## src/common/adc_pkg.sv

```systemverilog
// constants for the converter request sequencer
// assumes a single 50 MHz system clock shared by all core files
package adc_pkg;
   localparam int NUM_CH   = 9;   // seven dedicated plus two shared inputs
   localparam int CH_W     = 4;
   localparam int RES_W    = 10;  // full conversion width
   localparam int FAST_W   = 8;   // fast conversion width
   localparam int ACC_W    = 12;  // room for four summed results
   localparam int NUM_RES  = 8;   // result registers per converter
   localparam int IDX_W    = 3;
   localparam int WORD_W   = CH_W + ACC_W;
   localparam int Q_DEPTH  = 4;   // queued request slots
   localparam int QP_W     = 2;
   localparam int CNT_W    = 8;
   // first channel that both converters can reach
   localparam logic [CH_W-1:0] SHARED_FIRST = 4'h7;
   // wake from power-down before sampling
   localparam int CLK_PERIOD_NS = 20;
   localparam int PWRUP_NS      = 200;
   localparam int PWRUP_CYC     =
      (PWRUP_NS + CLK_PERIOD_NS - 1) / CLK_PERIOD_NS;
   localparam logic [CNT_W-1:0] PWRUP_CNT = CNT_W'(PWRUP_CYC);
   // bounds of the multiplexer test mid-scale window
   localparam logic [RES_W-1:0] MUXT_LO = 10'h1f0;
   localparam logic [RES_W-1:0] MUXT_HI = 10'h20f;
   localparam logic [RES_W-1:0] MSB_TRIAL = 10'h200;
   localparam logic [RES_W-1:0] LSB_10 = 10'h001;
   localparam logic [RES_W-1:0] LSB_8  = 10'h004;
   localparam logic [RES_W-1:0] ZERO_RES = 10'h000;
   localparam logic [ACC_W-1:0] ACC_RST = 12'h000;
   localparam logic [2:0] EMUX_RST = 3'h0;
   // sequencer states, one-hot
   typedef enum logic [4:0] {
      ST_IDLE   = 5'b00001,
      ST_WAKE   = 5'b00010,
      ST_SAMPLE = 5'b00100,
      ST_CONV   = 5'b01000,
      ST_STORE  = 5'b10000
   } seq_state_e;
   // request source chosen by arbitration
   typedef enum logic [2:0] {
      SRC_NONE = 3'b000,
      SRC_INS  = 3'b001,
      SRC_PAR  = 3'b010,
      SRC_QUE  = 3'b100
   } src_e;
endpackage : adc_pkg

```

## src/core/adc_request_sequencer.sv

```systemverilog
// request sequencing, timing and result handling for one converter
// assumes an external comparator pin and a single system clock
//
// Functional notes
// 10-bit results, optional faster 8-bit mode
// sample and step times set by inputs
// parallel mask converted lowest channel first
// queue converts in software entry order
// single inserted conversion, sequence resumes unchanged
// highest priority pending source starts first
// software, internal and external triggers
// eight result registers, optional FIFO chaining
// wait-for-read stalls instead of overwriting
// limit checking or accumulation reduces results
// master start also starts slave together
// external multiplexer select steps automatically
// nine inputs, two shared with other converter
// per-pin digital input disable
// auto power-down while idle
// broken-wire and multiplexer test reporting
// result event for the transfer controller
// valid set on write, cleared on read
`timescale 1ns/1ns
`default_nettype none
module adc_request_sequencer (
   input  wire logic                      clock,
   input  wire logic                      rstn,
   input  wire logic                      clk_en,
   input  wire logic                      res8_mode,
   input  wire logic [adc_pkg::CNT_W-1:0] sample_cycles,
   input  wire logic [adc_pkg::CNT_W-1:0] step_cycles,
   input  wire logic                      sw_trig,
   input  wire logic                      int_evt,
   input  wire logic                      ext_trig_pin,
   input  wire logic [1:0]                trig_sel,
   input  wire logic [adc_pkg::NUM_CH-1:0] par_mask,
   input  wire logic                      q_wr,
   input  wire logic [adc_pkg::CH_W-1:0]  q_ch,
   input  wire logic                      ins_req,
   input  wire logic [adc_pkg::CH_W-1:0]  ins_ch,
   input  wire logic [1:0]                prio_ins,
   input  wire logic [1:0]                prio_par,
   input  wire logic [1:0]                prio_que,
   input  wire logic                      sync_master,
   input  wire logic                      sync_slave,
   input  wire logic                      sync_start_in,
   input  wire logic [adc_pkg::CH_W-1:0]  slave_ch,
   input  wire logic                      emux_en,
   input  wire logic [adc_pkg::CH_W-1:0]  emux_ch,
   input  wire logic [2:0]                emux_last,
   input  wire logic [adc_pkg::NUM_CH-1:0] pin_in,
   input  wire logic [adc_pkg::NUM_CH-1:0] dig_dis,
   input  wire logic                      cmp_pin,
   input  wire logic                      bwd_en,
   input  wire logic                      mux_test,
   input  wire logic                      chain_en,
   input  wire logic [adc_pkg::NUM_RES-1:0] wfr_mask,
   input  wire logic                      lim_en,
   input  wire logic [adc_pkg::RES_W-1:0] lim_lo,
   input  wire logic [adc_pkg::RES_W-1:0] lim_hi,
   input  wire logic                      acc_en,
   input  wire logic [1:0]                acc_num,
   input  wire logic                      rd_en,
   input  wire logic [adc_pkg::IDX_W-1:0] rd_idx,
   output logic                           q_full,
   output logic                           busy,
   output logic                           powered,
   output logic                           sample_en,
   output logic [adc_pkg::RES_W-1:0]      dac_code,
   output logic [adc_pkg::CH_W-1:0]       ana_sel,
   output logic                           shared_active,
   output logic                           sync_start_out,
   output logic [2:0]                     emux_sel,
   output logic [adc_pkg::NUM_CH-1:0]     dig_in,
   output logic                           bwd_precharge,
   output logic [adc_pkg::NUM_CH-1:0]     broken_wire,
   output logic                           mux_fault,
   output logic                           result_evt,
   output logic                           limit_hit,
   output logic                           stalled,
   output logic [adc_pkg::WORD_W-1:0]     rd_data,
   output logic                           rd_valid,
   output logic [adc_pkg::NUM_RES-1:0]    res_valid
);
   import adc_pkg::*;

   seq_state_e       state_r;
   logic [CNT_W-1:0] cnt_r;
   logic [CH_W-1:0]  ch_r;
   logic [RES_W-1:0] sar_r;
   logic [RES_W-1:0] bit_r;
   logic [NUM_CH+1:0] pins_s;
   logic [NUM_CH-1:0] pin_s;
   logic             cmp_s;
   logic             ext_s;
   logic             ext_d_r;
   logic             trig;
   logic [NUM_CH-1:0] par_pend_r;
   logic             ins_pend_r;
   logic [CH_W-1:0]  ins_ch_r;
   logic [CH_W-1:0]  que_r [Q_DEPTH];
   logic [QP_W-1:0]  q_wp_r;
   logic [QP_W-1:0]  q_rp_r;
   logic [QP_W:0]    q_cnt_r;
   src_e             src;
   logic [CH_W-1:0]  src_ch;
   logic             start;
   logic [CH_W-1:0]  start_ch;
   logic             q_push;
   logic             q_pop;
   logic [RES_W-1:0] res_val;
   logic [ACC_W-1:0] acc_sum_r;
   logic [1:0]       acc_cnt_r;
   logic [ACC_W-1:0] sum;
   logic [IDX_W-1:0] wr_idx;
   logic [IDX_W-1:0] wp_r;
   logic [IDX_W-1:0] rp_r;
   logic [IDX_W-1:0] mem_rd_idx;
   logic             blocked;
   logic             finish;
   logic             acc_hold;
   logic             lim_out;
   logic             do_write;
   logic             do_read;

   // lowest set channel of a request mask
   function automatic logic [CH_W-1:0] first_set(
      input logic [NUM_CH-1:0] m);
      logic [CH_W-1:0] f;
      f = '0;
      for (int i = NUM_CH - 1; i >= 0; i--) begin
         if (m[i]) f = CH_W'(i);
      end
      return f;
   endfunction : first_set

   // one-hot decode of a channel number
   function automatic logic [NUM_CH-1:0] ch_bit(input logic [CH_W-1:0] c);
      logic [NUM_CH-1:0] b;
      b = '0;
      for (int i = 0; i < NUM_CH; i++) begin
         if (c == CH_W'(i)) b[i] = 1'b1;
      end
      return b;
   endfunction : ch_bit

   // pins, external trigger and comparator cross into the clock domain
   sync2 #(.WIDTH(NUM_CH + 2)) u_sync (
      .clock    (clock),
      .rstn     (rstn),
      .clk_en   (clk_en),
      .async_in ({cmp_pin, ext_trig_pin, pin_in}),
      .sync_out (pins_s)
   );
   assign pin_s = pins_s[NUM_CH-1:0];
   assign ext_s = pins_s[NUM_CH];
   assign cmp_s = pins_s[NUM_CH+1];

   // digital input stage, gated off per pin
   generate
      for (genvar g = 0; g < NUM_CH; g++) begin : g_dig
         always_ff @(posedge clock or negedge rstn) begin
            if (!rstn) dig_in[g] <= 1'b0;
            else if (clk_en) dig_in[g] <= pin_s[g] & ~dig_dis[g];
         end
      end
   endgenerate

   // trigger sources for the parallel request
   always_ff @(posedge clock or negedge rstn) begin
      if (!rstn) ext_d_r <= 1'b0;
      else if (clk_en) ext_d_r <= ext_s;
   end
   assign trig = sw_trig | (trig_sel[0] & int_evt)
               | (trig_sel[1] & ext_s & ~ext_d_r);

   // arbitration among pending sources, ties go insert, parallel, queue
   always_comb begin
      src    = SRC_NONE;
      src_ch = '0;
      if (ins_pend_r) begin
         src    = SRC_INS;
         src_ch = ins_ch_r;
      end
      if (|par_pend_r && (src == SRC_NONE || prio_par > prio_ins)) begin
         src    = SRC_PAR;
         src_ch = first_set(par_pend_r);
      end
      if (q_cnt_r != '0 && (src == SRC_NONE
          || (src == SRC_INS && prio_que > prio_ins)
          || (src == SRC_PAR && prio_que > prio_par))) begin
         src    = SRC_QUE;
         src_ch = que_r[q_rp_r];
      end
   end

   // slave starts only with the master's pulse
   assign start = (state_r == ST_IDLE)
                & (sync_slave ? sync_start_in : (src != SRC_NONE));
   assign start_ch = sync_slave ? slave_ch : src_ch;
   assign q_push = q_wr & (q_cnt_r != (QP_W + 1)'(Q_DEPTH));
   assign q_pop  = start & ~sync_slave & (src == SRC_QUE);

   // parallel pending mask, a new trigger wins over the clear
   always_ff @(posedge clock or negedge rstn) begin
      if (!rstn) par_pend_r <= '0;
      else if (clk_en) begin
         par_pend_r <= (par_pend_r
            & ~((start && !sync_slave && src == SRC_PAR)
                ? ch_bit(src_ch) : '0))
            | (trig ? par_mask : '0);
      end
   end

   // inserted single conversion, leaves other pending requests alone
   always_ff @(posedge clock or negedge rstn) begin
      if (!rstn) begin
         ins_pend_r <= 1'b0;
         ins_ch_r   <= '0;
      end else if (clk_en) begin
         if (ins_req) begin
            ins_pend_r <= 1'b1;
            ins_ch_r   <= ins_ch;
         end else if (start && !sync_slave && src == SRC_INS) begin
            ins_pend_r <= 1'b0;
         end
      end
   end

   // request queue in entry order, writes refused while full
   always_ff @(posedge clock or negedge rstn) begin
      if (!rstn) begin
         for (int i = 0; i < Q_DEPTH; i++) que_r[i] <= '0;
         q_wp_r  <= '0;
         q_rp_r  <= '0;
         q_cnt_r <= '0;
         q_full  <= 1'b0;
      end else if (clk_en) begin
         if (q_push) begin
            que_r[q_wp_r] <= q_ch;
            q_wp_r        <= q_wp_r + 1'b1;
         end
         if (q_pop) q_rp_r <= q_rp_r + 1'b1;
         q_cnt_r <= q_cnt_r + (q_push ? 1'b1 : 1'b0)
                            - (q_pop ? 1'b1 : 1'b0);
         q_full  <= (q_cnt_r + (q_push ? 1'b1 : 1'b0)
                    - (q_pop ? 1'b1 : 1'b0)) == (QP_W + 1)'(Q_DEPTH);
      end
   end

   // result value in the selected width
   assign res_val = res8_mode ? {2'b00, sar_r[RES_W-1 -: FAST_W]}
                              : sar_r;
   assign sum = acc_sum_r + {2'b00, res_val};
   assign wr_idx = chain_en ? wp_r : ch_r[IDX_W-1:0];
   assign blocked = wfr_mask[wr_idx] & res_valid[wr_idx];
   assign finish = (state_r == ST_STORE) & ~blocked;
   assign acc_hold = acc_en & (acc_cnt_r != acc_num);
   assign lim_out = ~lim_en | (res_val < lim_lo) | (res_val > lim_hi);
   assign do_write = finish & ~acc_hold & lim_out;

   // sequencer: wake, sample, approximate, store
   always_ff @(posedge clock or negedge rstn) begin
      if (!rstn) begin
         state_r   <= ST_IDLE;
         cnt_r     <= '0;
         ch_r      <= '0;
         sar_r     <= ZERO_RES;
         bit_r     <= MSB_TRIAL;
         dac_code  <= ZERO_RES;
         sample_en <= 1'b0;
      end else if (clk_en) begin
         case (state_r)
            ST_IDLE: begin
               if (start) begin
                  state_r <= ST_WAKE;
                  ch_r    <= start_ch;
                  // master waits one more cycle for the slave's pulse
                  cnt_r   <= PWRUP_CNT + (sync_master ? 1'b1 : 1'b0);
               end
            end
            ST_WAKE: begin
               if (cnt_r <= 1) begin
                  state_r   <= ST_SAMPLE;
                  sample_en <= 1'b1;
                  cnt_r     <= sample_cycles;
               end else cnt_r <= cnt_r - 1'b1;
            end
            ST_SAMPLE: begin
               if (cnt_r <= 1) begin
                  state_r   <= ST_CONV;
                  sample_en <= 1'b0;
                  sar_r     <= ZERO_RES;
                  bit_r     <= MSB_TRIAL;
                  dac_code  <= MSB_TRIAL;
                  cnt_r     <= step_cycles;
               end else cnt_r <= cnt_r - 1'b1;
            end
            ST_CONV: begin
               if (cnt_r <= 1) begin
                  // keep the trial bit when the input is above it
                  if (cmp_s) sar_r <= dac_code;
                  if (bit_r == (res8_mode ? LSB_8 : LSB_10)) begin
                     state_r  <= ST_STORE;
                     dac_code <= ZERO_RES;
                  end else begin
                     bit_r    <= bit_r >> 1;
                     dac_code <= (cmp_s ? dac_code : sar_r)
                               | (bit_r >> 1);
                     cnt_r    <= step_cycles;
                  end
               end else cnt_r <= cnt_r - 1'b1;
            end
            ST_STORE: begin
               if (!blocked) state_r <= ST_IDLE;
            end
            default: state_r <= ST_IDLE;
         endcase
      end
   end

   // status and pin-facing outputs
   always_ff @(posedge clock or negedge rstn) begin
      if (!rstn) begin
         busy           <= 1'b0;
         powered        <= 1'b0;
         stalled        <= 1'b0;
         ana_sel        <= '0;
         shared_active  <= 1'b0;
         sync_start_out <= 1'b0;
         bwd_precharge  <= 1'b0;
      end else if (clk_en) begin
         busy    <= (state_r != ST_IDLE) | start;
         powered <= (state_r != ST_IDLE) | start;
         stalled <= (state_r == ST_STORE) & blocked;
         if (start) begin
            ana_sel       <= start_ch;
            shared_active <= start_ch >= SHARED_FIRST;
         end else if (finish) shared_active <= 1'b0;
         sync_start_out <= start & sync_master & ~sync_slave;
         bwd_precharge  <= bwd_en
                         & ((start) | (state_r == ST_WAKE && cnt_r > 1));
      end
   end

   // accumulation of successive results
   always_ff @(posedge clock or negedge rstn) begin
      if (!rstn) begin
         acc_sum_r <= ACC_RST;
         acc_cnt_r <= '0;
      end else if (clk_en && finish) begin
         if (acc_hold) begin
            acc_sum_r <= sum;
            acc_cnt_r <= acc_cnt_r + 1'b1;
         end else begin
            acc_sum_r <= ACC_RST;
            acc_cnt_r <= '0;
         end
      end
   end

   // result event, limit report, multiplexer stepping
   always_ff @(posedge clock or negedge rstn) begin
      if (!rstn) begin
         result_evt <= 1'b0;
         limit_hit  <= 1'b0;
         emux_sel   <= EMUX_RST;
      end else if (clk_en) begin
         result_evt <= do_write;
         limit_hit  <= finish & lim_en & lim_out;
         if (finish && emux_en && ch_r == emux_ch) begin
            emux_sel <= (emux_sel == emux_last) ? EMUX_RST
                      : emux_sel + 1'b1;
         end
      end
   end

   // source path checks after each conversion
   generate
      for (genvar g = 0; g < NUM_CH; g++) begin : g_bwd
         always_ff @(posedge clock or negedge rstn) begin
            if (!rstn) broken_wire[g] <= 1'b0;
            else if (clk_en && finish && bwd_en && ch_r == CH_W'(g))
               broken_wire[g] <= res_val == ZERO_RES;
         end
      end
   endgenerate
   always_ff @(posedge clock or negedge rstn) begin
      if (!rstn) mux_fault <= 1'b0;
      else if (clk_en && finish && mux_test)
         mux_fault <= (sar_r < MUXT_LO) | (sar_r > MUXT_HI);
   end

   // result slots: write and read pointers plus valid flags
   assign do_read = rd_en & (chain_en ? res_valid[rp_r] : 1'b1);
   assign mem_rd_idx = chain_en ? rp_r : rd_idx;
   always_ff @(posedge clock or negedge rstn) begin
      if (!rstn) begin
         wp_r      <= '0;
         rp_r      <= '0;
         res_valid <= '0;
         rd_valid  <= 1'b0;
      end else if (clk_en) begin
         if (do_write && chain_en) wp_r <= wp_r + 1'b1;
         if (do_read && chain_en) rp_r <= rp_r + 1'b1;
         rd_valid <= do_read & res_valid[mem_rd_idx];
         for (int i = 0; i < NUM_RES; i++) begin
            // a write in the same cycle as the read keeps the flag set
            if (do_write && wr_idx == IDX_W'(i))
               res_valid[i] <= 1'b1;
            else if (do_read && mem_rd_idx == IDX_W'(i))
               res_valid[i] <= 1'b0;
         end
      end
   end

   result_mem u_mem (
      .clock   (clock),
      .rstn    (rstn),
      .clk_en  (clk_en),
      .wr_en   (do_write),
      .wr_idx  (wr_idx),
      .wr_data ({ch_r, acc_hold ? sum : (acc_en ? sum : {2'b00, res_val})}),
      .rd_en   (do_read),
      .rd_idx  (mem_rd_idx),
      .rd_data (rd_data)
   );
endmodule : adc_request_sequencer
`default_nettype wire

```

## src/core/sync2.sv

```systemverilog
// two-stage synchroniser for inputs from outside the clock domain
// assumes the stage-one flop feeds only the stage-two flop
`timescale 1ns/1ns
`default_nettype none
module sync2 #(
   parameter int WIDTH = 1
) (
   input  wire logic             clock,
   input  wire logic             rstn,
   input  wire logic             clk_en,
   input  wire logic [WIDTH-1:0] async_in,
   output logic      [WIDTH-1:0] sync_out
);
   logic [WIDTH-1:0] meta_r;
   // two flops in series, frozen with the clock enable
   always_ff @(posedge clock or negedge rstn) begin
      if (!rstn) begin
         meta_r   <= '0;
         sync_out <= '0;
      end else if (clk_en) begin
         meta_r   <= async_in;
         sync_out <= meta_r;
      end
   end
endmodule : sync2
`default_nettype wire

```

## src/core/result_mem.sv

```systemverilog
// eight-word result store with a registered read port
// assumes the caller keeps its own valid flags
`timescale 1ns/1ns
`default_nettype none
module result_mem
   import adc_pkg::*;
(
   input  wire logic              clock,
   input  wire logic              rstn,
   input  wire logic              clk_en,
   input  wire logic              wr_en,
   input  wire logic [IDX_W-1:0]  wr_idx,
   input  wire logic [WORD_W-1:0] wr_data,
   input  wire logic              rd_en,
   input  wire logic [IDX_W-1:0]  rd_idx,
   output logic      [WORD_W-1:0] rd_data
);
   logic [WORD_W-1:0] mem_r [NUM_RES];
   // storage write
   always_ff @(posedge clock or negedge rstn) begin
      if (!rstn) begin
         for (int i = 0; i < NUM_RES; i++) mem_r[i] <= '0;
      end else if (clk_en && wr_en) begin
         mem_r[wr_idx] <= wr_data;
      end
   end
   // registered read data
   always_ff @(posedge clock or negedge rstn) begin
      if (!rstn) begin
         rd_data <= '0;
      end else if (clk_en && rd_en) begin
         rd_data <= mem_r[rd_idx];
      end
   end
endmodule : result_mem
`default_nettype wire

```

## config.mk

```make
export PLATFORM = sky130hd
export DESIGN_NAME = adc_request_sequencer
export DESIGN_NICKNAME = d
export VERILOG_FILES = /design/src/common/adc_pkg.sv /design/src/core/adc_request_sequencer.sv /design/src/core/sync2.sv /design/src/core/result_mem.sv
export SDC_FILE = /design/constraint.sdc
export NUM_CORES = 1
export LEC_CHECK = 0
export CAP_MARGIN = 20
export CORE_AREA = 2 2 236 180
export CTS_BUF_LIST = sky130_fd_sc_hd__clkbuf_4 sky130_fd_sc_hd__clkbuf_8 sky130_fd_sc_hd__clkbuf_16
export CTS_CLUSTER_SIZE = 28
export DETAILED_ROUTE_END_ITERATION = 8
export DIE_AREA = 0 0 238 182
export DONT_BUFFER_PORTS = 1
export SLEW_MARGIN = 10
export SYNTH_ARGS = -nofsm -noshare
export SYNTH_HDL_FRONTEND = slang
export SYNTH_SLANG_ARGS = --single-unit
```

## constraint.sdc

```tcl
create_clock -name clock -period 8 [get_ports clock]
set_clock_uncertainty 0.2 [all_clocks]
set_input_delay 0.4 -clock clock [delete_from_list [all_inputs] [get_ports clock]]
set_output_delay 0.4 -clock clock [all_outputs]
set_load 0.01 [all_outputs]
```

# Word level (Yosys, flattened, before mapping)
# Index checks and enable logic that the tools add are counted.
dict set report totals {
  regBits 315
  inputBits 123
  word_cells 425
}
dict set report op_classes {
  addsub 11
  order_cmp 19
  eq_ne 55
  muxes 117
  n_bitwise 58
  reduce_logical 94
}
# operator n
set op_table {}
lappend op_table {{$bwmux W128} 1}
lappend op_table {{$mux W10} 9}
lappend op_table {{$mux W4} 16}
lappend op_table {{$pmux W10 S2} 3}
lappend op_table {{$mux W1} 50}
lappend op_table {{$bmux W16 S3} 1}
lappend op_table {{$demux W16 S3} 1}
lappend op_table {{$mux W16} 3}
lappend op_table {{$logic_and A1 B1 Y1} 44}
lappend op_table {{$mux W8} 5}
lappend op_table {{$mux W12} 3}
lappend op_table {{$reduce_and A2 Y1} 17}
lappend op_table {{$eq A4 B3 Y1 const B} 8}
lappend op_table {{$pmux W8 S4} 1}
lappend op_table {{$eq A3 B3 Y1 const B} 10}
lappend op_table {{$mux W5} 6}
lappend op_table {{$and A1 B1 Y1} 29}
lappend op_table {{$pmux W5 S5} 1}
lappend op_table {{$reduce_bool A2 Y1} 12}
lappend op_table {{$eq A3 B2 Y1 const B} 6}
lappend op_table {{$mux W9} 2}
lappend op_table {{$bwmux W16} 1}
lappend op_table {{$eq A4 B2 Y1 const B} 4}
lappend op_table {{$mux W3} 5}
lappend op_table {{60 further kinds} 116}

# Longest topological paths before layout
# Gate-level depths: netlist (run 1).
dict set report depth {
  ltp_word 20
  depth_mapped 14
}

# Modules after synthesis
# A second synthesis (run 1) with hierarchy kept.
dict set report unflattened {
  hier_cells 1426
  hier_area_um2 16153.0
}
# mod n_inst cells_per_inst area_each_um2
set by_module_without_submodules {}
lappend by_module_without_submodules {adc_request_sequencer 1 936 8872.3}
lappend by_module_without_submodules {result_mem 1 444 6459.9}
lappend by_module_without_submodules {sync2 1 46 820.8}

# Worst setup path after synthesis (run 1)
# No wires, ideal clock.
dict set report synth_path {
  path_type {in2reg}
  start {input port res8_mode}
  end {register u_mem.mem_r[102] (netlist bit)}
  setup_time_ns 0.125
  arrival_ns 3.468
  required_time_ns 7.675
  slack_ns 4.207
  path_stages 13
  n_path_buf 3
  path_cell_list {clkbuf_1 > mux2i_1 > inv_1 > ha_1 > nor4b_1 > a211oi_1 > a211oi_1 > o21ai_0 > and3_1 > buf_4 > nor4_4 > buf_4 > mux2_2}
}
dict set report synth_between {
  elab_chain_cells 6
}
# element line
set synth_rtl {}
lappend synth_rtl {{start, declared} adc_request_sequencer.sv:29} ;# input wire logic res8_mode,
lappend synth_rtl {{$mux W10 (*)} adc_request_sequencer.sv:252} ;# assign res_val = res8_mode ? {2'b00, sar_r[RES_W-1 -: FAST_W]}
lappend synth_rtl {{$lt A10 B10 Y1} adc_request_sequencer.sv:259} ;# assign lim_out = ~lim_en | (res_val < lim_lo) | (res_val > lim_hi);
lappend synth_rtl {{$or A1 B1 Y1 (2 in series)} adc_request_sequencer.sv:259}
lappend synth_rtl {{$and A1 B1 Y1} adc_request_sequencer.sv:260} ;# assign do_write = finish & ~acc_hold & lim_out;
lappend synth_rtl {{$logic_and A1 B1 Y1} result_mem.sv:23} ;# end else if (clk_en && wr_en) begin
lappend synth_rtl {{end signal, assigned by index} result_mem.sv:24} ;# mem_r[wr_idx] <= wr_data;
lappend synth_rtl {{end, declared} result_mem.sv:18} ;# logic [WORD_W-1:0] mem_r [NUM_RES];
# Every way passes the cells marked *; elsewhere a longest branch is shown, timed or not.
# A chain may end at the register's enable or synchronous reset.

# Worst setup path after layout (run 1)
dict set report layout_path {
  start {register sar_r[3]}
  end {register u_mem.mem_r[33] (netlist bit)}
}
dict set report layout_between {
  elab_chain_cells 6
}
# element line
set layout_rtl {}
lappend layout_rtl {{start, declared} adc_request_sequencer.sv:90} ;# logic [RES_W-1:0] sar_r;
lappend layout_rtl {{start signal, assigned} adc_request_sequencer.sv:302} ;# if (cmp_s) sar_r <= dac_code;
lappend layout_rtl {{$mux W10 (*)} adc_request_sequencer.sv:252}
lappend layout_rtl {{$lt A10 B10 Y1} adc_request_sequencer.sv:259}
lappend layout_rtl {{$or A1 B1 Y1 (2 in series)} adc_request_sequencer.sv:259}
lappend layout_rtl {{$and A1 B1 Y1} adc_request_sequencer.sv:260}
lappend layout_rtl {{$logic_and A1 B1 Y1} result_mem.sv:23}
# Marks and branches as above.

==> results of run 1 <==
[path summary, 6_finish.rpt]
path	from	end	slack (ns)	cells past startpoint
setup / recovery	sar_r[3]$_DFFE_PN0P_	u_mem.mem_r[33]$_DFFE_PN0P_	3.67	11
hold / removal	slave_ch[3]	ana_sel[3]$_DFFE_PN0P_	0.01	3
setup reg to reg	sar_r[3]$_DFFE_PN0P_	u_mem.mem_r[33]$_DFFE_PN0P_	3.67	11
hold reg to reg	u_mem.mem_r[12]$_DFFE_PN0P_	u_mem.mem_r[12]$_DFFE_PN0P_	0.29	1
max in group asynchronous	rstn	ins_ch_r[0]$_DFFE_PN0P_	5.89	4
min in group asynchronous	rstn	acc_sum_r[3]$_DFFE_PN0P_	0.09	2
[power groups by stage]
stage	combinational, mW	clock, mW	sequential, mW
finish	0.972	1.64	1.99
global route	1.08	1.75	2.01
CTS	0.971	1.68	1.98
detailed placement	0.901	0	2.01
global placement	0.882	0	2.00
floorplan	0.765	0	1.89
[through the flow]
stage,setup slack [ns],instance area [µm²],power [mW],hold slack (ns)
4_1_cts,3.544,18510,4.637,0.002943
3_3_place_gp,3.509,16740,2.886,-0.08287
6_report,3.665,18610,4.597,0.009671
2_1_floorplan,4.207,16270,2.659,-0.09559
3_5_place_dp,3.545,16750,2.910,-0.08098
5_1_grt,3.384,18600,4.835,0.02154
[cell usage in the layout (no fill, tap or decap), types with 5 or more instances in the layout]
master,Yosys,final
mux4_2,40,40
nand2_1,112,112
a211o_1,5,5
clkinv_2,0,9
nor3_1,14,14
dfrtp_1,313,313
o211ai_1,8,8
clkbuf_4,0,7
dlygate4sd3_1,0,56
buf_4,6,10
inv_1,75,75
xor2_1,18,18
a221oi_1,9,9
nor2_1,64,64
nor2b_1,11,11
o2bb2ai_1,10,10
a21o_1,6,6
or3_1,8,8
mux2i_1,31,29
nand2b_1,19,19
nor4_4,7,7
xnor2_1,13,13
and2_1,5,5
clkbuf_16,0,34
nand4_1,7,7
clkbuf_8,0,5
nor4_1,9,9
a211oi_1,7,7
ha_1,46,46
nand3_1,26,26
a22o_1,26,26
a21oi_1,37,37
o22ai_1,10,10
o21ai_0,75,75
and3_1,9,9
mux2_2,194,194
o31ai_1,16,16
[metal layers]
layer  vias to the layer above  global-route usage, %
met5                         -                      0
met4                         6                  4.575
met3                        64                  4.682
met2                       324                  31.09
met1                      5643                  26.66
li1                       5133                      -
[flip-flops by register name (all words and copies together) (netlist names), 3 cells and up]
register	flops
acc_sum_r	12
ana_sel	4
bit_r	10
broken_wire	9
ch_r	4
cnt_r	8
dac_code	10
dig_in	9
emux_sel	3
ins_ch_r	4
par_pend_r	9
q_cnt_r	3
que_r	16
res_valid	8
rp_r	3
sar_r	10
state_r	5
u_mem.mem_r	128
u_mem.rd_data	16
u_sync.meta_r	11
u_sync.sync_out	11
wp_r	3
[what timing repair did]
action	4_1_cts	5_1_grt
endpoints found under the hold margin	410	162
hold buffers	57	1
endpoints found under the setup margin	0	0
resized for setup	0	0
[worst reg2reg max path, cell delays in order, from the launching register on]
cell and delay, ns:
dfrtp_1 0.42, mux2i_1 0.24, inv_1 0.17, ha_1 0.23
nor4b_1 0.30, a211oi_1 0.13, a211oi_1 0.22, o21ai_0 0.27
and3_1 0.60, nor4_4 0.85, buf_6 0.26, mux2_2 0.35
[cells by family after synthesis]
group,count (synthesis)
buf+inv,139
compound gates,255
mux,268
flops,315
xor+xnor,31
fa+ha+maj,48
simple gates,320
[cell type report]
cell class / instances / area (µm²)
fillers: 3783 / 22710
flip-flops and latches: 315 / 7885
multi-input cells: 922 / 7816
clock buffers: 45 / 964.7
repair buffers: 74 / 779.5
well taps: 536 / 670.6
inverters: 77 / 289.0
clock inverters: 16 / 198.9
diodes: 1 / 2.502
==> qor.yml, run 1 <==
status: "finished, final reports clean"
cts_buffers: 34
hold_viol_final: 0
path_max_fanout: 11
fin_tns_setup_ns: 0
io_pins: 194
critical-path-slowest-cell: "nor4_4"
postCtsSetupBuffers: 0
power.internal_mw: 3.140
grt_pass1_vias: 11270
max_freq_ghz: 0.2307
initial_core_util_pct: 39.39
vias: 11170
clkTransAtPathRegs_ns: 0.06
period_minus_slack_ns: 4.335
cpPeakStageDelay_ns: 0.84
synth_xor_area_share_pct: 1.668
start_kind: "flip-flop"
placementRows: 65
ir_drop_mv: 0.1507
drive_above_1_share_pct: 23.67
clk_latency_ns: 0.54
clk_path_buf_depth: 3
synth_ff_type: "dfrtp_1"
place_congestion: 0.8671
synth_seq_cells: 315
synth.most_common_cell: "dfrtp_1"
area_growth_pct: 14.33
rsz0062_at_grt: "false"
finalCritPeriodShare_pct: 54.19
critPathTopFamily: "simple AND/OR/NAND/NOR gates"
synth.cell_area_um2: 16270
drt_iter0_drc: 785
leakage_nw: 8.522
grtUsageTotal_pct: 19.41
h-tree-depth: 2
met1_length_um: 19030
synth_area_per_cell_um2: 11.83
p_clk_share_pct: 35.7
port_buffers: 0
cts_tree: "built"
ys_seq_area_share_pct: 48.45
post_drt_wl_per_cell_um: 21.18
synth_top_area_share_pct: 48.13
switching_power_mw: 1.457
routed_wl_um: 42070
syn_nets: 1547
avgViaCountPerCell: 5.624
crit_arrival_ns: 4.56
wl_met3_um: 2821
dpl.hpwl_um: 28850
die_x_um: 238
required_ns: 8.22
synth-edff-count: 0
post-place-cells: 1861
die_area_um2: 43320
drv_cap: 0
synthTopCellsByArea: "dfrtp_1, mux2_2, mux4_2"
setup_viol: 0
topRoutingLayerUsed: "met5"
hold_class: "input pin to flip-flop"
p_seq_share_pct: 43.2
synth_cell_types: 83
powerDensity_nw_per_um2: 247.1
synthArstFlopShare_pct: 100.0
ys_warn_count: 0
crit_type: "flip-flop to flip-flop"
cts_root_buf: "clkbuf_16"
ant_nets: 0
nNetsFinal: 1595
clock_sink_count: 315
synth_top_family_by_area: "multiplexers"
netlist_top_cells_count: "dfrtp_1, mux2_2, nand2_1"
synth_compound_area_share_pct: 10.79
final_cell_count_no_fill: 1986
synth_adder_area_share_pct: 3.783
maxSlewViolCount: 0
yosys.area_share.simple_pct: 10.38
drc: 0
grt_max_degree: 316
cpMostUsedCell: "a211oi_1"
wl_met2_um: 19350
end_kind: "flip-flop"
grt_pass1_wl_um: 66220
power_frac_comb_pct: 21.1
coreArea_um2: 41310
post-route-util_pct: 45.04
firstDrtPassIters: 6
maxSlewHeadroom_pct: 29.88
netlist_instances: 1376
swShare_pct: 31.69
synth_area_leader_cell: "dfrtp_1"
synth.area.mux_share_pct: 21.26
die_y_um: 182
worst_pin_slew_ns: 1.035
antenna_found_initial: 4
grt_overflow: 0
worstPathCellList: "mux2i_1, inv_1, ha_1, nor4b_1, a211oi_1, a211oi_1, o21ai_0, and3_1, nor4_4, buf_6, mux2_2"
critical_path_buf_inv_count: 2
No activity file was read; power rests on OpenSTA's default activity.
==> run 2: changes to the inputs <==
ABC_AREA = 1   (was not set)
CORE_AREA = 2 2 235 179   (was 2 2 236 180)
DIE_AREA = 0 0 237 181   (was 0 0 238 182)
clock period = 3.97 ns   (was 8 ns; I/O delays follow)
==> run 2 against run 1 <==
Against the previous run: the run now ends with negative hold slack left; combinational power grew 140%; die area shrank 0.97%; power grew 110%; routed wire length grew 12%; critical path type unchanged.
==> qor.yml, run 2 <==
max_freq_ghz: 0.2677
postCtsSetupBuffers: 0
h-tree-depth: 2
finalCritPeriodShare_pct: 94.10
end_kind: "flip-flop"
synth_seq_cells: 315
p_seq_share_pct: 42.9
rsz0062_at_grt: "false"
placementRows: 64
port_buffers: 0
regMostFlops: "u_mem.mem_r"
synth_ff_type: "dfrtp_1"
fin_tns_setup_ns: 0
cts_tree: "built"
synth_top_area_share_pct: 48.68
synth_area_per_cell_um2: 7.993
netlist_instances: 2013
drc: 0
synthArstFlopShare_pct: 100.0
period_minus_slack_ns: 3.736
maxSlewHeadroom_pct: 45.64
final_cell_mix: "nand2_1, dfrtp_1, o21ai_0"
violations: "negative hold slack"
cts_buffers: 34
start_kind: "flip-flop"
post-place-cells: 2484
vias: 13980
swShare_pct: 34.40
post-route-util_pct: 46.33
die_area_um2: 42900
antenna_found_initial: 7
crit_type: "flip-flop to flip-flop"
die_y_um: 181
ys_seq_area_share_pct: 49.01
drive_above_1_share_pct: 6.450
cts_root_buf: "clkbuf_16"
drv_cap: 0
power.internal_mw: 6.273
synthTopCellsByArea: "dfrtp_1, nand2_1, o21ai_0"
setup_viol: 0
synth.cell_area_um2: 16090
synth.most_common_cell: "nand2_1"
ys_warn_count: 0
leakage_nw: 8.963
powerDensity_nw_per_um2: 510.4
grt_pass1_vias: 13660
grt_max_degree: 316
dpl.hpwl_um: 31330
postCtsHoldBufs: 107
grt_pass1_wl_um: 75420
firstDrtPassIters: 8
largest_register_ffs: 128
switching_power_mw: 3.290
worst_pin_slew_ns: 0.8099
finalPower_mw: 9.563
syn_nets: 2184
power_frac_comb_pct: 24.6
placed_cell_area_um2: 16560
rrSetupSlack_ns: 0.23
final_common_cell: "nand2_1"
clk_latency_ns: 0.53
crit_arrival_ns: 3.95
synth_area_leader_cell: "dfrtp_1"
grt_overflow: 0
clock_sink_count: 315
io_pins: 194
required_ns: 4.19
hold_class: "input pin to async pin"
seq_area_um2: 7885
p_clk_share_pct: 32.5
reg_top3: "u_mem.mem_r (128), que_r (16), u_mem.rd_data (16)"
ir_drop_mv: 0.2924
fin_area_um2: 18730
routed_wl_um: 47050
drt_iter0_drc: 1171
initial_core_util_pct: 39.79
holdWs_ns: -0.8141
netlist_top_cells_count: "nand2_1, dfrtp_1, o21ai_0"
area_growth_pct: 16.44
maxSlewViolCount: 0
avgViaCountPerCell: 5.258
grtUsageTotal_pct: 22.02
nNetsFinal: 2270
status: "finished, violations left"
clk_path_buf_depth: 3
ff2ff_path_depth: 14
place_congestion: 0.8973
synth-edff-count: 0
final_cell_count_no_fill: 2658
synth_cell_types: 53
hold_viol_final: 315
multi_input_comb_area_um2: 7167
clkTransAtPathRegs_ns: 0.06
ant_nets: 0
coreArea_um2: 40440
num-fill-cells: 3969
die_x_um: 237
post_drt_wl_per_cell_um: 17.70
path_max_fanout: 14
[run 2: cell types whose count changed after synthesis, sizes merged, moves of 18 or more]
| cell | previous run | this run |
|---|---|---|
| mux2i | 31 | 0 |
| nand3 | 27 | 78 |
| nor2 | 64 | 123 |
| mux4 | 42 | 0 |
| nand2 | 113 | 692 |
| o21ai | 79 | 257 |
| nand2b | 19 | 0 |
| inv | 77 | 168 |
| a22o | 26 | 2 |
| nand4 | 7 | 76 |
| mux2 | 195 | 17 |
| clkbuf | 38 | 56 |
[run 2: power groups by stage]
stage                     Sequential [mW]  Combinational [mW]  Clock, mW
after floorplan                      4.00                1.66          0
after global placement               4.15                2.15          0
after detailed placement             4.16                2.19          0
after CTS                            4.11                2.33       3.18
after global routing                 4.16                2.67       3.32
final                                4.10                2.35       3.11
[run 2: critical path: stages (launching register included)]
cell           delay [ns]
dfrtp_1              0.55
inv_2                0.22
o21ai_4              0.28
nand2_2              0.14
nor2_1               0.13
nor2_1               0.07
nand3_2              0.10
nand3_4              0.25
inv_1                0.15
buf_4                0.23
nand3_1              0.08
dlygate4sd3_1        0.58
nand2_1              0.06
dlygate4sd3_1        0.54
inv_1                0.04
[run 2: worst paths after layout]
path | from | to
worst max-delay path | ch_r[0]$_DFFE_PN0P_ | emux_sel[0]$_DFFE_PN0P_
worst min-delay path | rstn | acc_sum_r[1]$_DFFE_PN0P_
worst max register to register | ch_r[0]$_DFFE_PN0P_ | emux_sel[0]$_DFFE_PN0P_
worst min register to register | u_sync.meta_r[10]$_DFFE_PN0P_ | u_sync.meta_r[10]$_DFFE_PN0P_
max in group asynchronous | rstn | broken_wire[2]$_DFFE_PN0P_
min in group clock | acc_en | u_mem.mem_r[82]$_DFFE_PN0P_
[run 2: cells by family after synthesis]
group	count (synthesis)	share of synthesized area [%]
flip-flops	315	49.01
AND/OR/NAND/NOR	999	25.90
XOR/XNOR	29	1.579
multiplexers	17	1.190
buffers and inverters	256	6.493
adder cells (fa/ha/maj)	48	3.826
AO/OA/AOI/OAI	349	12.00
[run 2: layout make-up]
type                    count  share of cell area [%]
clock inverters            13                  0.4942
multi-input cells        1442                   38.26
inverters                 174                   3.500
repair buffers            132                   6.786
diodes                      6                 0.08014
well taps                 528                   3.526
flip-flops and latches    315                   42.09
clock buffers              48                   5.269
[run 2: timing repair]
item | 4_1_cts | 5_1_grt
setup endpoints to repair | 0 | 2
hold endpoints to repair | 517 | 315
resized for setup | 0 | 1
[run 2: through the flow]
stage	hold slack, ns	worst slack (ns)
5_1_grt	-0.8439	0.04667
3_3_place_gp	-0.2798	0.6802
3_5_place_dp	-0.2768	0.5481
6_report	-0.8141	0.2342
2_1_floorplan	-0.2971	1.069
4_1_cts	-0.8366	0.1267
[run 2: layer usage]
layer	vias to the layer above	part of all wire, %	GRT usage (%)
met1	6671	46	30.73
met4	2	2.5	6.278
li1	6804	-	-
met5	-	0.028	0
met3	77	6.8	4.675
met2	422	45	34.55
==> run 3: changes to the inputs <==
BUFFER_PORTS_ARGS = -buffer_cell sky130_fd_sc_hd__clkbuf_2   (was not set)
CTS_CLUSTER_SIZE = 30   (was 28)
DONT_BUFFER_PORTS = not set   (was 1)
==> run 3 against run 2 <==
Against the previous run: the run now ends clean; power grew 5.8%; die area is the same; global-route usage grew 0.36 points; combinational power rose by 16%; via count is 4.4% higher; non-clock buffer count grew 165; hold slack gained 0.83 ns; sequential share of layout area down 1.8 points; flip-flop and latch count unchanged; maximum frequency rose by 6.2%.
==> qor.yml, run 3 (same netlist as run 2, synthesis figures left out) <==
status: "finished, final reports clean"
crit_type: "flip-flop to flip-flop"
wl_met2_um: 20990
final_cell_mix: "nand2_1, dfrtp_1, o21ai_0"
setup_viol: 0
nNetsFinal: 2435
regMostFlops: "u_mem.mem_r"
reg_top3: "u_mem.mem_r (128), que_r (16), u_mem.rd_data (16)"
clock_sink_count: 315
initial_core_util_pct: 39.79
seq_area_um2: 7885
end_kind: "flip-flop"
die_area_um2: 42900
met1_length_um: 22260
final_common_cell: "nand2_1"
path_max_fanout: 7
dpl.hpwl_um: 32920
hold_viol_final: 0
required_ns: 4.24
worstPathCellList: "nor2_1, inv_1, nor2_1, nand2_1, nand2_1, nand3_1, nand2_1, nand2_1, nand2_1, inv_1, o21ai_0, nand3_1, dlygate4sd3_1, nand2_1, dlygate4sd3_1"
vias: 14590
port_buffers: 193
placementRows: 64
h-tree-depth: 2
io_pins: 194
min_delay_worst_endpoint: "par_pend_r[3]$_DFFE_PN0P_"
multi_input_comb_area_um2: 7167
preCtsSetupSlack_ns: 0.4659
firstDrtPassIters: 8
coreArea_um2: 40440
drive_above_1_share_pct: 14.48
worst_pin_slew_ns: 0.7719
powerDensity_nw_per_um2: 517.3
reg2reg_from: "par_pend_r[6]$_DFFE_PN0P_"
cpPeakStageDelay_ns: 0.57
reg2reg_to: "shared_active$_DFFE_PN0P_"
critical-path-slowest-cell: "dlygate4sd3_1"
avgViaCountPerCell: 5.181
largest_register_ffs: 128
fin_ws_ns: 0.4534
post_drt_wl_per_cell_um: 16.81
clk_latency_ns: 0.53
leakage_nw: 9.731
cpMostUsedCell: "nand2_1"
ir_drop_mv: 0.2456
hold_class: "input pin to flip-flop"
routed_wl_um: 47350
cts_tree: "built"
maxSlewHeadroom_pct: 48.54
antenna_found_initial: 2
ff2ff_path_depth: 15
wl_met3_um: 3087
max_freq_ghz: 0.2844
grtUsageTotal_pct: 22.38
ant_nets: 0
fin_tns_setup_ns: 0
grt_pass1_vias: 14340
drc: 0
area_growth_pct: 21.60
drv_cap: 0
grt_pass1_wl_um: 77000
clk_path_buf_depth: 3
rrSetupSlack_ns: 0.45
drt_iter0_drc: 1364
place_congestion: 0.9293
rsz0062_at_grt: "false"
cts_resized: 0
die_y_um: 181
postCtsSetupBuffers: 0
finalCritPeriodShare_pct: 88.58
postCtsHoldBufs: 74
clkTransAtPathRegs_ns: 0.06
topRoutingLayerUsed: "met4"
maxSlewViolCount: 0
min_from: "trig_sel[1]"
min_path_cells: 5
cts_root_buf: "clkbuf_16"
period_minus_slack_ns: 3.517
grt_max_degree: 90
start_kind: "flip-flop"
cts_buffers: 34
die_x_um: 237
crit_arrival_ns: 3.78
num-fill-cells: 3923
grt_overflow: 0
==> run 3: cell count changes in the layout (fill, tap and decap cells not counted), sizes merged <==
cell / before / now
clkbuf: 48 / 239
dlygate4sd3: 105 / 74
clkinv: 16 / 9
buf: 26 / 31
bufinv: 0 / 5
diode: 6 / 2
clkinvlp: 2 / 1
dlymetal6s4s: 1 / 0
inv: 169 / 170
==> run 3: metrics by stage <==
step | hold WS, ns | std cells | cell area, µm² | utilization [%] | power, mW
2_1_floorplan | -0.2971 | 2013 | 16090 | - | 5.663
3_3_place_gp | 0.05464 | 2682 | 17620 | 43.57 | 6.591
3_5_place_dp | 0.05838 | 2682 | 17620 | 43.57 | 6.648
4_1_cts | 0.004978 | 2814 | 19560 | 48.37 | 10.20
5_1_grt | 0.03252 | 2816 | 19570 | 48.38 | 10.76
6_report | 0.01672 | 2816 | 19570 | 48.38 | 10.12
==> run 3: critical path, delay by kind of cell, from the launching register on <==
family	cells	cell delay (ns)
and+or+nand+nor	10	1.36
buffers and inverters	4	1.25
DFF	1	0.39
AOI/OAI and AO/OA	1	0.24
==> run 3: area by class of cell <==
class                           count  area share [%]
Sequential cell                   315           40.30
Multi-Input combinational cell   1442           36.63
Timing Repair Buffer              297           10.18
Clock buffer                       47           5.103
Tap cell                          528           3.377
Inverter                          174           3.351
Clock inverter                     11           1.030
Antenna cell                        2         0.02558
==> run 3: worst max-delay path by stage <==
stage	end	cells after the start	startpoint	slack [ns]
3_3_place_gp	u_mem.mem_r[98]$_DFFE_PN0P_	15	res8_mode	0.55
2_1_floorplan	q_full$_DFFE_PN0P_	16	prio_ins[1]	1.07
4_1_cts	shared_active$_DFFE_PN0P_	15	par_pend_r[6]$_DFFE_PN0P_	0.47
3_5_place_dp	u_mem.mem_r[98]$_DFFE_PN0P_	15	res8_mode	0.47
5_1_grt	u_mem.mem_r[21]$_DFFE_PN0P_	14	sar_r[6]$_DFFE_PN0P_	0.15
6_report	shared_active$_DFFE_PN0P_	15	par_pend_r[6]$_DFFE_PN0P_	0.45
==> run 3: report_power, final <==
part | switching (mW) | total, mW | leakage (nW) | internal [mW]
Clock | 1.34 | 3.43 | 0.594 | 2.09
Sequential | 0.325 | 3.98 | 4.08 | 3.65
Combinational | 1.73 | 2.72 | 5.05 | 0.989
==> run 3: per-layer routing <==
layer  GRT usage, %  vias to the layer above
li1               -                     7120
met4          5.797                        0
met1          32.66                     6939
met5              0                        -
met2          34.81                      469
met3          3.316                       61
